File: config.mk
export PLATFORM = sky130hd
export DESIGN_NAME = scsi_irq_id_sync_regs
export DESIGN_NICKNAME = d
export VERILOG_FILES = /design/src/inc/scsi_irq_pkg.sv /design/src/rtl/scsi_irq_id_sync_regs.sv
export SDC_FILE = /design/constraint.sdc
export NUM_CORES = 1
export LEC_CHECK = 0
export ABC_AREA = 1
export BUFFER_PORTS_ARGS = -buffer_cell sky130_fd_sc_hd__buf_4
export CORE_ASPECT_RATIO = 1.1
export CORE_MARGIN = 3
export CORE_UTILIZATION = 30
export CTS_BUF_LIST = sky130_fd_sc_hd__clkbuf_8
export DETAILED_ROUTE_END_ITERATION = 12
export GPL_ROUTABILITY_DRIVEN = 0
export PLACE_DENSITY_LB_ADDON = 0.12
export SLEW_MARGIN = 20
export SYNTH_ARGS = -nofsm -noshare
export SYNTH_HDL_FRONTEND = slang
export SYNTH_SLANG_ARGS = --single-unit
File: constraint.sdc
create_clock -name clk -period 7.8 [get_ports clk]
set_clock_uncertainty 0.15 [all_clocks]
set_input_delay 0.39 -clock clk [delete_from_list [all_inputs] [get_ports clk]]
set_output_delay 0.39 -clock clk [all_outputs]
set_load 0.01 [all_outputs]
File: src/inc/scsi_irq_pkg.sv
// constants and types for the interrupt summary, bus id and timing registers
package scsi_irq_pkg;
  // register indices; the byte address is four times the index
  localparam logic [7:0] IDX_IRQ_MASK = 8'h09;
  localparam logic [7:0] IDX_IRQ_SUMMARY = 8'h0A;
  localparam logic [7:0] IDX_OWN_ID = 8'h0B;
  localparam logic [7:0] IDX_TARGET_ID = 8'h0C;
  localparam logic [7:0] IDX_TIMING = 8'h0D;
  localparam logic [31:0] ADDR_IRQ_MASK = {22'h000000, IDX_IRQ_MASK, 2'h0};
  localparam logic [31:0] ADDR_IRQ_SUMMARY = {22'h000000, IDX_IRQ_SUMMARY, 2'h0};
  localparam logic [31:0] ADDR_OWN_ID = {22'h000000, IDX_OWN_ID, 2'h0};
  localparam logic [31:0] ADDR_TARGET_ID = {22'h000000, IDX_TARGET_ID, 2'h0};
  localparam logic [31:0] ADDR_TIMING = {22'h000000, IDX_TIMING, 2'h0};

  // reset values
  localparam logic [7:0] RST_BYTE = 8'h00;
  localparam logic [2:0] RST_MASK = 3'h0;
  localparam logic RST_DONE = 1'b1;

  // summary and mask bit positions
  localparam int BIT_ERROR = 2;
  localparam int BIT_EXCEPTION = 1;
  localparam int BIT_DONE = 0;

  // ack period: base clocks plus clocks per step of the period code
  localparam logic [5:0] ACK_BASE_CLKS = 6'h04;
  localparam logic [5:0] ACK_STEP_CLKS = 6'h02;
  localparam int CLK_PERIOD_PS = 4000;
  localparam int FAST_PERIOD_NS = 100;
  localparam logic [5:0] FAST_PERIOD_CLKS = 6'((FAST_PERIOD_NS * 1000) / CLK_PERIOD_PS);
  localparam logic [5:0] ONE_CLK = 6'h01;

  // AHB transfer type bit that marks an active transfer
  localparam int HTRANS_ACTIVE_BIT = 1;

  // timing register layout
  typedef struct packed {
    logic [3:0] req_ack_offset_depth;
    logic [3:0] handshake_period_code;
  } transfer_timing_s;

  // software side interrupt enables
  typedef struct packed {
    logic error_irq_enable;
    logic exception_irq_enable;
    logic completion_irq_enable;
  } irq_enable_s;
endpackage

File: src/rtl/scsi_irq_id_sync_regs.sv
// interrupt summary, bus id and req/ack timing registers behind an AHB-Lite slave
//
// Function
// - summary bit 2 is OR of error flags
// - error bit clears via error W1C or bit2
// - summary bit 1 is OR of exception flags
// - exception bit clears via exception W1C or bit1
// - bit 0 sets when last command finishes
// - new command clears completion flag
// - write one to bit 0 clears completion
// - completion flag set after reset, masked
// - one interrupt from three summary flags
// - mask bits 2,1,0 gate summary flags
// - own id at 0x0B used for arbitration
// - respond to own id on (re)selection
// - target id at 0x0C addresses selected device
// - timing bits 7-4 hold offset depth 1-15
// - zero offset means asynchronous transfers
// - nonzero offset: period sets ack pulses
// - ack period is 4 + 2*code clocks
// - fast mode code zero gives 100 ns
// - async: wait code clocks before sampling req
// - ignore req code clocks after trailing edge
//
// Added by the designer: the AHB-Lite slave port.
module scsi_irq_id_sync_regs (
  input wire logic clk,
  input wire logic rst,
  input wire logic hsel,
  input wire logic [31:0] haddr,
  input wire logic [1:0] htrans,
  input wire logic hwrite,
  input wire logic [2:0] hsize,
  input wire logic [31:0] hwdata,
  input wire logic hready,
  output logic [31:0] hrdata,
  output logic hreadyout,
  output logic hresp,
  input wire logic [7:0] error_status,
  input wire logic [7:0] exception_status,
  output logic error_clear_all,
  output logic exception_clear_all,
  input wire logic command_written,
  input wire logic command_finished,
  output logic irq,
  output logic [7:0] own_bus_id,
  output logic [7:0] target_bus_id,
  input wire logic [7:0] selection_id,
  output logic selection_match,
  input wire logic fast_sync,
  input wire logic sync_xfer_active,
  output logic sync_mode,
  output logic [3:0] req_ack_offset_depth,
  output logic ack_pulse,
  input wire logic ack_negated,
  input wire logic req_in,
  output logic req_valid
);

  logic addr_phase;
  logic wr_pend_reg;
  logic [31:0] wr_addr_reg;
  logic wr_strobe;
  logic [31:0] rd_next;
  scsi_irq_pkg::irq_enable_s mask_reg;
  scsi_irq_pkg::transfer_timing_s timing_reg;
  logic command_finished_flag;
  logic summary_error;
  logic summary_exception;
  logic [7:0] summary_value;
  logic [7:0] own_id_reg;
  logic [7:0] target_id_reg;
  logic [5:0] ack_period;
  logic [5:0] ack_cnt_reg;
  logic [5:0] settle_clks;
  logic [5:0] ack_wait_reg;
  logic [5:0] req_mask_reg;
  logic req_prev_reg;

  // block overview, for whoever picks this up next
  //
  // register bus side
  // - single AHB-Lite slave, zero wait states, always OKAY
  // - byte address is four times the register index
  // - only the low byte of each word is meaningful
  // - upper read bits always zero, upper write bits dropped
  // - reads decoded in the address phase, hrdata is a flop
  // - writes land at the end of the data phase
  // - a read in the data phase of a write to the same
  //   register sees the old value; masters should idle between
  // - unmapped addresses read zero and ignore writes
  //
  // summary register
  // - error and exception bits mirror the outside registers
  // - they hold no state here, so they fall only when the
  //   outside register is cleared
  // - a one written to either bit only emits a clear pulse
  // - the completion bit is the only flag stored here
  // - completion set wins over both of its clears
  // - reads of bits 7-3 return zero
  //
  // interrupt
  // - registered, so it trails its causes by one clock
  // - mask is all zero after reset, so the completion flag
  //   that reset sets cannot raise an interrupt
  //
  // bus ids
  // - plain byte registers, exported to arbitration and
  //   selection logic outside this block
  // - selection match is registered, one clock behind the id
  //
  // timing register
  // - upper nibble: offset depth, zero selects async mode
  // - lower nibble: period code, shared by sync and async
  // - a new period code only shapes the next pulse or hold-off
  //
  // sync ack generation
  // - pulse period is base clocks plus step clocks per code
  // - fast mode with code zero uses a fixed clock count
  // - counter restarts whenever the transfer stops
  // - the first pulse follows the start by one clock
  //
  // async req qualification
  // - two hold-off counters, both loaded from the period code
  // - one starts when ack negates, one on each req trailing edge
  // - req_valid is low while either counter runs
  // - codes below two are the software's concern; hardware
  //   still uses them, and zero means no hold-off at all
  //
  // limitations
  // - req is taken as already synchronous to clk
  // - no wait states are ever inserted
  // - hsize is ignored: whole words only

  // the slave never stalls and never errors
  assign hreadyout = 1'b1;
  assign hresp = 1'b0;

  // address phase accepted when selected, active and the bus is ready
  assign addr_phase = hsel & htrans[scsi_irq_pkg::HTRANS_ACTIVE_BIT] & hready;
  assign wr_strobe = wr_pend_reg;

  // remember a write until its data phase supplies hwdata
  always_ff @(posedge clk or posedge rst) begin
    if (rst) begin
      wr_pend_reg <= 1'b0;
      wr_addr_reg <= 32'h00000000;
    end else begin
      wr_pend_reg <= addr_phase & hwrite;
      if (addr_phase) begin
        wr_addr_reg <= haddr;
      end
    end
  end

  // summary flags follow the live status registers
  assign summary_error = |error_status;
  assign summary_exception = |exception_status;

  // upper bits stay zero
  always_comb begin
    summary_value = 8'h00;
    summary_value[scsi_irq_pkg::BIT_ERROR] = summary_error;
    summary_value[scsi_irq_pkg::BIT_EXCEPTION] = summary_exception;
    summary_value[scsi_irq_pkg::BIT_DONE] = command_finished_flag;
  end

  // read mux, decoded in the address phase so hrdata is a flop
  always_comb begin
    rd_next = 32'h00000000;
    if (haddr == scsi_irq_pkg::ADDR_IRQ_MASK) begin
      rd_next = {29'h00000000, mask_reg};
    end else if (haddr == scsi_irq_pkg::ADDR_IRQ_SUMMARY) begin
      rd_next = {24'h000000, summary_value};
    end else if (haddr == scsi_irq_pkg::ADDR_OWN_ID) begin
      rd_next = {24'h000000, own_id_reg};
    end else if (haddr == scsi_irq_pkg::ADDR_TARGET_ID) begin
      rd_next = {24'h000000, target_id_reg};
    end else if (haddr == scsi_irq_pkg::ADDR_TIMING) begin
      rd_next = {24'h000000, timing_reg};
    end
  end

  // unmapped reads return zero
  always_ff @(posedge clk or posedge rst) begin
    if (rst) begin
      hrdata <= 32'h00000000;
    end else if (addr_phase & ~hwrite) begin
      hrdata <= rd_next;
    end
  end

  // mask register, cleared by reset so nothing interrupts at first
  always_ff @(posedge clk or posedge rst) begin
    if (rst) begin
      mask_reg <= scsi_irq_pkg::RST_MASK;
    end else if (wr_strobe && wr_addr_reg == scsi_irq_pkg::ADDR_IRQ_MASK) begin
      mask_reg <= hwdata[2:0];
    end
  end

  // one-cycle clear requests to the error and exception registers
  always_ff @(posedge clk or posedge rst) begin
    if (rst) begin
      error_clear_all <= 1'b0;
      exception_clear_all <= 1'b0;
    end else begin
      error_clear_all <= wr_strobe && wr_addr_reg == scsi_irq_pkg::ADDR_IRQ_SUMMARY
        && hwdata[scsi_irq_pkg::BIT_ERROR];
      exception_clear_all <= wr_strobe && wr_addr_reg == scsi_irq_pkg::ADDR_IRQ_SUMMARY
        && hwdata[scsi_irq_pkg::BIT_EXCEPTION];
    end
  end

  // completion flag: set beats both clears so a finish is never lost
  always_ff @(posedge clk or posedge rst) begin
    if (rst) begin
      command_finished_flag <= scsi_irq_pkg::RST_DONE;
    end else if (command_finished) begin
      command_finished_flag <= 1'b1;
    end else if (command_written) begin
      command_finished_flag <= 1'b0;
    end else if (wr_strobe && wr_addr_reg == scsi_irq_pkg::ADDR_IRQ_SUMMARY
        && hwdata[scsi_irq_pkg::BIT_DONE]) begin
      command_finished_flag <= 1'b0;
    end
  end

  // single interrupt line, registered so it never glitches
  always_ff @(posedge clk or posedge rst) begin
    if (rst) begin
      irq <= 1'b0;
    end else begin
      irq <= (summary_error & mask_reg.error_irq_enable)
        | (summary_exception & mask_reg.exception_irq_enable)
        | (command_finished_flag & mask_reg.completion_irq_enable);
    end
  end

  // bus id registers
  always_ff @(posedge clk or posedge rst) begin
    if (rst) begin
      own_id_reg <= scsi_irq_pkg::RST_BYTE;
      target_id_reg <= scsi_irq_pkg::RST_BYTE;
    end else if (wr_strobe) begin
      if (wr_addr_reg == scsi_irq_pkg::ADDR_OWN_ID) begin
        own_id_reg <= hwdata[7:0];
      end else if (wr_addr_reg == scsi_irq_pkg::ADDR_TARGET_ID) begin
        target_id_reg <= hwdata[7:0];
      end
    end
  end

  assign own_bus_id = own_id_reg;
  assign target_bus_id = target_id_reg;

  // id seen on the bus during (re)selection compared with our own
  always_ff @(posedge clk or posedge rst) begin
    if (rst) begin
      selection_match <= 1'b0;
    end else begin
      selection_match <= selection_id == own_id_reg;
    end
  end

  // timing register; a new period code takes effect at the next ack counter reload, not mid-period
  always_ff @(posedge clk or posedge rst) begin
    if (rst) begin
      timing_reg <= scsi_irq_pkg::RST_BYTE;
    end else if (wr_strobe && wr_addr_reg == scsi_irq_pkg::ADDR_TIMING) begin
      timing_reg <= hwdata[7:0];
    end
  end

  assign req_ack_offset_depth = timing_reg.req_ack_offset_depth;
  assign sync_mode = timing_reg.req_ack_offset_depth != 4'h0;

  // synchronous ack period in controller clocks
  always_comb begin
    if (fast_sync && timing_reg.handshake_period_code == 4'h0) begin
      ack_period = scsi_irq_pkg::FAST_PERIOD_CLKS;
    end else begin
      ack_period = scsi_irq_pkg::ACK_BASE_CLKS
        + 6'(scsi_irq_pkg::ACK_STEP_CLKS * {2'h0, timing_reg.handshake_period_code});
    end
  end

  // ack pulse generator, one pulse per period while a sync transfer runs
  always_ff @(posedge clk or posedge rst) begin
    if (rst) begin
      ack_cnt_reg <= 6'h00;
      ack_pulse <= 1'b0;
    end else if (sync_mode && sync_xfer_active) begin
      ack_pulse <= ack_cnt_reg == 6'h00;
      if (ack_cnt_reg == 6'h00) begin
        ack_cnt_reg <= ack_period - scsi_irq_pkg::ONE_CLK;
      end else begin
        ack_cnt_reg <= ack_cnt_reg - scsi_irq_pkg::ONE_CLK;
      end
    end else begin
      ack_cnt_reg <= 6'h00;
      ack_pulse <= 1'b0;
    end
  end

  // settle time used for both async waits; a code of zero means none
  assign settle_clks = {2'h0, timing_reg.handshake_period_code};

  // async: hold off req sampling after ack negates
  always_ff @(posedge clk or posedge rst) begin
    if (rst) begin
      ack_wait_reg <= 6'h00;
    end else if (ack_negated && !sync_mode) begin
      ack_wait_reg <= settle_clks;
    end else if (ack_wait_reg != 6'h00) begin
      ack_wait_reg <= ack_wait_reg - scsi_irq_pkg::ONE_CLK;
    end
  end

  // blank req after each trailing edge so cable reflections are not seen
  always_ff @(posedge clk or posedge rst) begin
    if (rst) begin
      req_prev_reg <= 1'b0;
      req_mask_reg <= 6'h00;
    end else begin
      req_prev_reg <= req_in;
      if (req_prev_reg && !req_in) begin
        req_mask_reg <= settle_clks;
      end else if (req_mask_reg != 6'h00) begin
        req_mask_reg <= req_mask_reg - scsi_irq_pkg::ONE_CLK;
      end
    end
  end

  // qualified req, combinational handshake output
  assign req_valid = req_in && ack_wait_reg == 6'h00 && req_mask_reg == 6'h00;

endmodule

---- Yosys cells after proc, flatten, opt, wreduce, memory -nomap -nowiden ----
Cells that the tools add are included.
cells by class
  $add $sub $neg .......................... 5
  $mul .................................... 0
  divide/modulo/power cells ............... 0
  order comparisons ....................... 0
  equal/unequal tests ..................... 11
  shift-type cells ........................ 0
  mux-type cells .......................... 16
  bitwise logic cells ..................... 11
  reductions and logical operators ........ 28
operator list
  cell                 count
  $eq 32x6->1 const B  10
  $mux 6               7
  $mux 8               5
  $sub 6x1->6 const B  4
  $logic_not 6->1      3
  $reduce_or 8->1      2
  $logic_and 1x1->1    12
  $reduce_bool 6->1    2
  $eq 8x8->1           1
  $and 1x1->1          7
  $add 3x5->6 const A  1
  $logic_not 4->1      1
  $mux 1               4
  $reduce_bool 2->1    2
  $reduce_bool 4->1    1
  $reduce_and 3->1     1
  $reduce_bool 3->1    1
  $logic_not 1->1      2
  $not 1->1            2
  $or 1x1->1           2
  $reduce_and 2->1     1
word-level totals
  flip-flop bits (word level) ............. 117
  bits in latches ......................... 0
  memory bits (writable) .................. 0
  ROM bits ................................ 0
  bits of input ports ..................... 104
  output and inout port bits .............. 61
  logic and storage cells ................. 91
  memories ................................ 0

---- Depth between registers and ports, before layout ----
Gate-level depths: netlist of the first run.
  depth after elaboration ................. 6
  gate-level depth with buffers ........... 12
  mapped depth without buffers ............ 11

---- Least setup slack after synthesis of the first run ----
OpenSTA, ideal clock, no wires.
  path kind ............................... register to output
  from .................................... register req_mask_reg[0]
  to ...................................... output port req_valid
  data arrival time ....................... 1.399 ns
  data required time ...................... 7.260 ns
  setup slack ............................. 5.861 ns
  cell stages (with the launch flop) ...... 7
  buffers on the path ..................... 0
  cell sequence ........................... dfrtp_1 -> inv_1 -> ha_1 -> nor3b_1 -> nand2_1 -> or2_1 -> nor3_1
between the ends
  cells in the longest elaborated chain, start to end .. 2
ends and longest elaborated chain
  what                    RTL line                      RTL
  from (decl)             scsi_irq_id_sync_regs.sv:77   logic [5:0] req_mask_reg;
  from (signal assigned)  scsi_irq_id_sync_regs.sv:328  req_mask_reg <= settle_clks;
  from (signal assigned)  scsi_irq_id_sync_regs.sv:330  req_mask_reg <= req_mask_reg - scsi_irq_pkg::ONE_CLK;
  $logic_not 6->1         scsi_irq_id_sync_regs.sv:336  assign req_valid = req_in && ack_wait_reg == 6'h00 && req_mask_reg == 6'h00;
  $logic_and 1x1->1       scsi_irq_id_sync_regs.sv:336
  to (decl)               scsi_irq_id_sync_regs.sv:57   output logic req_valid
Every way passes these cells.

---- Final worst setup path of the first run ----
Ends and elaborated chain as after synthesis.

==> parameters.txt, run 1 <==
Parameter                              Value

Outcome
  Run status    finished, final reports clean

Timing
  Number of endpoints failing setup at the final stage    0
  Final total negative setup slack    0 ns
  Crit share post-route    32.0%
  Slew of the pin with the lowest slew margin    0.779 ns
  Timing-limited maximum frequency    401 MHz
  Fin. max-slew vios    0
  Hold Worst Slack    0.0584 ns
  Final hold viol count    0
  Setup slack of the critical path after layout    5.31 ns
  Clock period minus worst slack    2.49 ns
  RSZ-0062 raised after global routing    no
  Tightest slew margin relative to the limit    48.0%

Yosys
  Dominant cells by area after synthesis    dfrtp_1, nand2_1, inv_1, nor2_1, buf_4
  Synth Area in Adders    1.04%
  Synth Area in Simple Gates    27.1%
  Count of distinct cell types in the synthesized netlist    39
  EDFF count, synth    0
  Xor/xnor cell area share of the yosys netlist    2.54%
  Part of the Yosys area used for sequential elements    48.3%
  Synth async-reset ratio    100%
  Post-Synthesis Mean Instance Area    8.12 um^2
  Synthesized instance count    594
  Mux contribution to synthesized area    0%
  Most used DFF post-synth    dfrtp_1
  Number of warnings issued by yosys    0
  Register bit total from synthesis    93
  Area share of the largest cell type after synthesis    47.8%
  Cell type with the largest total area after synthesis    dfrtp_1
  Cell area after technology mapping    4820 um^2
  Synth Area in Compound Gates    10.2%
  Combinational family with the most area after synthesis    simple AND/OR/NAND/NOR gates

Worst hold path
  HP Start    command_finished
  Tightest Hold Check Type    input pin to flip-flop

Power and ir drop
  Highest ir drop seen on vdd    0.0779 mV
  Sw Pwr    0.324 mW
  Internal    0.791 mW
  Pleak    3.15 nW
  Comb pwr share    19.3%
  Sw frac    29.0%
  Clock power frac    29.8%
  Power density over the cells    187 nW/um^2
  Seq pwr share    50.9%

Clocking
  Number of clock buffers inserted by TritonCTS    9
  Hold-fix buffer count after cts    2
  TritonCTS clock tree    yes
  Clock tree sinks    93
  Max Buffers Root-to-Sink    2
  Clk slew on worst S/H paths    0.09 ns
  H-tree levels    3
  Cell chosen for the clock root    clkbuf_8
  Clock latency of the later-clocked register in the worst-skew pair    0.37 ns
  Post-CTS setup buffer count    0
  Post-CTS resize count    0

Place
  # port buffers    110
  Post-detail-place hpwl    9.03 mm
  Worst-case setup slack after placement    4.90 ns
  Dpl cell area    5740 um^2

Final layout
  Flip-flop count of the largest register, all copies and words added    32
  Total non-filler cell area in the finished layout    5970 um^2
  Most common cell after layout, fill and taps aside    nand2_1
  Net count, final    813
  Core occupancy in the finished layout    38.8%
  Layout filler cell count    1620
  Layout cell share with drive strength beyond 1    22.5%
  Total inserted antenna cells    0
  Layout-stage area growth over the synthesis result    23.9%
  Commonest non-fill, non-tap cells in the layout    nand2_1, buf_4, dfrtp_1

Worst setup path
  Largest driver fanout on the critical path    4
  Slowest stage cell on the critical path    dfrtp_1
  Worst setup EP type    output port
  Critical path launch point    req_mask_reg[0]
  Worst setup path class    flip-flop to output port
  Worst reg2reg startpoint    req_ack_offset_depth[0]
  Worst path max stage delay    0.40 ns
  Data required time at the worst endpoint    7.26 ns
  Startpoint class of the critical path    flip-flop
  Critical-path cell list    inv_1 -> ha_1 -> nor3b_1 -> nand2_1 -> or2_1 -> nor3_1 -> buf_4
  Data arrival time of the critical path    1.95 ns

Global routing
  Total gr overflow    0
  Global router's overall resource usage    13.4%
  Initial antenna violation count    0
  Vias in the first global route    3834
  Wire length of the first global-routing pass    19.0 mm
  Pin count of the biggest net entering global routing    67

Run
  Max Cap Violations    0

Routing
  Routed vias/inst    4.40
  Iteration-0 DRC Markers    167
  Detailed-routing iteration count for the pre-antenna-repair pass    4
  DRC viols    0
  Total wirelength of the detailed-routed design    11.6 mm
  Average routed wire per standard cell    12.8 um
  Count of vias placed by the detailed router    3989
  Remaining antenna violation count    0

Die
  Core ar.    15400 um^2
  Vertical die dimension    139 um
  Starting utilization of the core area    31.3%
  Total number of placement rows    47
  Die Outline Area    17600 um^2
  IO Pins    165
  Width of the chip    127 um
logic make-up after synthesis:
kind of cell	after synthesis
and+or+nand+nor	292
buffers and inverters	106
DFF	93
AOI/OAI and AO/OA	83
xor gates and xnor gates	14
adders and majority gates	4
other	2
synthesized netlist by cell type, types with 3 or more instances:
cell	count
a21oi_1	11
and2_1	3
nor2_2	3
nor4_1	5
nand4_1	6
xnor2_1	12
nand3_1	38
ha_1	4
nor3_1	6
dfrtp_1	92
o21ai_1	12
o21ai_0	38
clkbuf_1	7
inv_1	66
nand2_1	152
buf_4	27
o21ai_2	16
nor2_1	65
routing by layer:
layer	track usage, %	wire length (um)	up-vias
li1	-	-	2068
met1	17.9	5280	1802
met2	20.6	5350	101
met3	3.51	752	18
met4	5.31	222	0
met5	0	0	-
layout make-up:
type                    instances  area, um^2  area share [%]
flip-flops and latches         93        2330            39.0
multi-input cells             419        2080            34.8
repair buffers                114         861            14.4
inverters                      68         256            4.29
well taps                     196         245            4.11
clock buffers                  11         151            2.53
clock inverters                 5        52.6           0.880
path summary, 6_finish.rpt:
kind	end	slack, ns	cells after the start
worst max-delay path	req_valid	5.31	7
worst min-delay path	command_finished_flag	0.06	3
worst max register to register	ack_wait_reg[5]	5.80	6
worst min register to register	ack_cnt_reg[0]	0.32	1
max in group asynchronous	exception_clear_all	5.85	4
min in group asynchronous	wr_addr_reg[30]	0.47	3
worst max-delay path, delay by kind of cell (launching register included):
kind                       cells  cell delay (ns)
and+or+nand+nor                4             0.78
DFF                            1             0.40
buffers and inverters          2             0.23
adders and majority gates      1             0.17
power groups by stage:
| stage | combinational (mW) | sequential (mW) | clock, mW |
|---|---|---|---|
| 6_report | 0.215 | 0.567 | 0.333 |
| 5_1_grt | 0.249 | 0.575 | 0.372 |
| 4_1_cts | 0.219 | 0.568 | 0.349 |
| 3_5_place_dp | 0.217 | 0.577 | 0 |
| 3_3_place_gp | 0.212 | 0.576 | 0 |
| 2_1_floorplan | 0.160 | 0.571 | 0 |
metrics by stage:
stage	total power, mW	instances
after floorplan	0.731	618
after global placement	0.788	888
after detailed placement	0.794	888
after CTS	1.14	906
after global routing	1.20	906
final	1.12	906
(Power assumes the default switching activity.)
==> run 2, diff against run 1 <==
==> constraint.sdc (replaced) <==
create_clock -name clk -period 2.1 [get_ports clk]
set_clock_uncertainty 0.15 [all_clocks]
set_input_delay 0.105 -clock clk [delete_from_list [all_inputs] [get_ports clk]]
set_output_delay 0.105 -clock clk [all_outputs]
set_load 0.01 [all_outputs]
==> parameters.txt, run 2 (synthesis gave the netlist of run 1 again) <==
Parameter                              Value

Outcome
  Run status    finished, final reports clean (unchanged)

Worst setup path
  Worst setup EP type    output port (unchanged)
  Largest driver fanout on the critical path    4 (unchanged)
  Critical-path cell list    inv_2 -> ha_4 -> nor3b_4 -> nand2_1 -> or2_4 -> nor3_2 -> buf_4 (was inv_1 -> ha_1 -> nor3b_1 -> nand2_1 -> or2_1 -> nor3_1 -> buf_4)
  Data required time at the worst endpoint    1.85 ns (was 7.26 ns)
  Slowest stage cell on the critical path    dfrtp_1 (unchanged)
  Worst path max stage delay    0.41 ns (was 0.40 ns)
  Startpoint class of the critical path    flip-flop (unchanged)
  Worst setup path class    flip-flop to output port (unchanged)
  Data arrival time of the critical path    1.78 ns (was 1.95 ns)

Global routing
  Vias in the first global route    4352 (was 3834)
  Wire length of the first global-routing pass    20.7 mm (was 19.0 mm)
  Global router's overall resource usage    14.4% (was 13.4%)
  Pin count of the biggest net entering global routing    94 (was 67)
  Total gr overflow    0 (unchanged)
  Initial antenna violation count    0 (unchanged)

Routing
  Routed vias/inst    4.39 (was 4.40)
  Count of vias placed by the detailed router    4276 (was 3989)
  DRC viols    0 (unchanged)
  Iteration-0 DRC Markers    211 (was 167)
  Remaining antenna violation count    0 (unchanged)
  Detailed-routing iteration count for the pre-antenna-repair pass    4 (unchanged)
  Total wirelength of the detailed-routed design    12.2 mm (was 11.6 mm)
  Average routed wire per standard cell    12.5 um (was 12.8 um)

Final layout
  Core occupancy in the finished layout    43.1% (was 38.8%)
  Layout cell share with drive strength beyond 1    22.2% (was 22.5%)
  Total inserted antenna cells    0 (unchanged)
  Net count, final    882 (was 813)
  Layout filler cell count    1557 (was 1620)
  Flip-flop count of the largest register, all copies and words added    32 (unchanged)
  Most common cell after layout, fill and taps aside    nand2_1 (unchanged)
  Layout-stage area growth over the synthesis result    37.8% (was 23.9%)
  Commonest non-fill, non-tap cells in the layout    nand2_1, buf_4, dfrtp_1 (unchanged)
  Final non-filler cell total    975 (was 906)

Die
  Width of the chip    127 um (unchanged)
  Vertical die dimension    139 um (unchanged)
  Starting utilization of the core area    31.3% (unchanged)
  IO Pins    165 (unchanged)
  Die Outline Area    17600 um^2 (unchanged)
  Total number of placement rows    47 (unchanged)
  Core ar.    15400 um^2 (unchanged)

Timing
  Number of endpoints failing setup at the final stage    0 (unchanged)
  Fin. max-slew vios    0 (unchanged)
  Crit share post-route    97.1%
  Setup slack of the critical path after layout    0.0612 ns (was 5.31 ns)
  RSZ-0062 raised after global routing    yes (was no)
  Tightest slew margin relative to the limit    65.9% (was 48.0%)
  Clock period minus worst slack    2.04 ns
  Slew of the pin with the lowest slew margin    0.511 ns (was 0.779 ns)
  Final hold viol count    0 (unchanged)
  Timing-limited maximum frequency    490 MHz

Power and ir drop
  Total power consumption of the routed design    4.14 mW (was 1.12 mW)
  Highest ir drop seen on vdd    0.269 mV (was 0.0779 mV)
  Pleak    3.46 nW (was 3.15 nW)
  Power density over the cells    623 nW/um^2 (was 187 nW/um^2)

Clocking
  Clk slew on worst S/H paths    0.09 ns (about the same)
  Clock tree sinks    93 (unchanged)
  H-tree levels    3 (unchanged)
  Cell chosen for the clock root    clkbuf_8 (unchanged)
  TritonCTS clock tree    yes (unchanged)
  Number of clock buffers inserted by TritonCTS    9 (unchanged)
  Clock latency of the later-clocked register in the worst-skew pair    0.37 ns (about the same)
  Max Buffers Root-to-Sink    2 (unchanged)

Place
  Worst-case setup slack after placement    0.220 ns (was 4.90 ns)
  # port buffers    110 (unchanged)
  Post-detail-place hpwl    9.23 mm (was 9.03 mm)
  Instance count after placement with tap cells included    894 (was 888)

Worst hold path
  Tightest Hold Check Type    input pin to flip-flop (unchanged)

Run
  Max Cap Violations    0 (unchanged)
## run 2: cell count changes in the layout (fill, tap and decap cells not counted), moves of 2 or more
cell	delta
nor2_2	+2
inv_1	+2
dlygate4sd3_1	+60
inv_2	+2
nor2_1	-2
buf_4	+8
## run 2: metrics by stage
step                      hold WS, ns  area (um^2)  setup TNS, ns
after floorplan               -0.0136         4910              0
after global placement         0.0748         5800              0
after detailed placement       0.0765         5800              0
after CTS                       0.111         6610              0
after global routing            0.175         6640        -0.0434
final                           0.130         6640              0
## run 2: worst paths after layout
check | from | end | slack (ns) | cells after the start
worst max-delay path | req_mask_reg[1] | req_valid | 0.06 | 7
worst min-delay path | fast_sync | ack_cnt_reg[0] | 0.13 | 4
worst max register to register | settle_clks[1] | ack_cnt_reg[3] | 0.26 | 9
worst min register to register | ack_cnt_reg[0] | ack_cnt_reg[0] | 0.32 | 1
max in group asynchronous | rst | wr_addr_reg[22] | 1.13 | 4
min in group asynchronous | rst | own_bus_id[5] | 0.28 | 4
## run 2: critical path: cells and delay by family (launching register included)
family,cells,cell delay (ns)
AND/OR/NAND/NOR,4,0.63
flip-flops,1,0.41
buffers and inverters,2,0.22
adder cells (fa/ha/maj),1,0.14
## run 2: where the power goes
group / internal (mW) / total, mW / switching [mW]
registers: 1.99 / 2.12 / 0.138
logic: 0.476 / 0.969 / 0.492
clock network: 0.439 / 1.04 / 0.604
## run 2: area by class of cell
class / count / area, um^2 / share of cell area, %
clock buffers: 10 / 138 / 2.07
clock inverters: 6 / 22.5 / 0.339
inverters: 68 / 259 / 3.90
multi-input cells: 419 / 2110 / 31.7
flip-flops and latches: 93 / 2330 / 35.1
well taps: 196 / 245 / 3.69
repair buffers: 183 / 1540 / 23.2
## run 2: per-layer routing
metal  GRT usage [%]  vias up  wire [um]
li1                -     2193          -
met1            18.7     1966       5510
met2            23.4       99       5860
met3            2.85       18        585
met4            5.76        0        266
met5               0        -          0
## run 2: what timing repair did
| item | 4_1_cts | 5_1_grt |
|---|---|---|
| endpoints found under the hold margin | 166 | 0 |
| setup buffers | 1 | 2 |
| gates resized for setup | 5 | 5 |
| pin swaps | 1 | 1 |
| setup endpoints to repair | 1 | 2 |
| hold buffers | 62 | 0 |
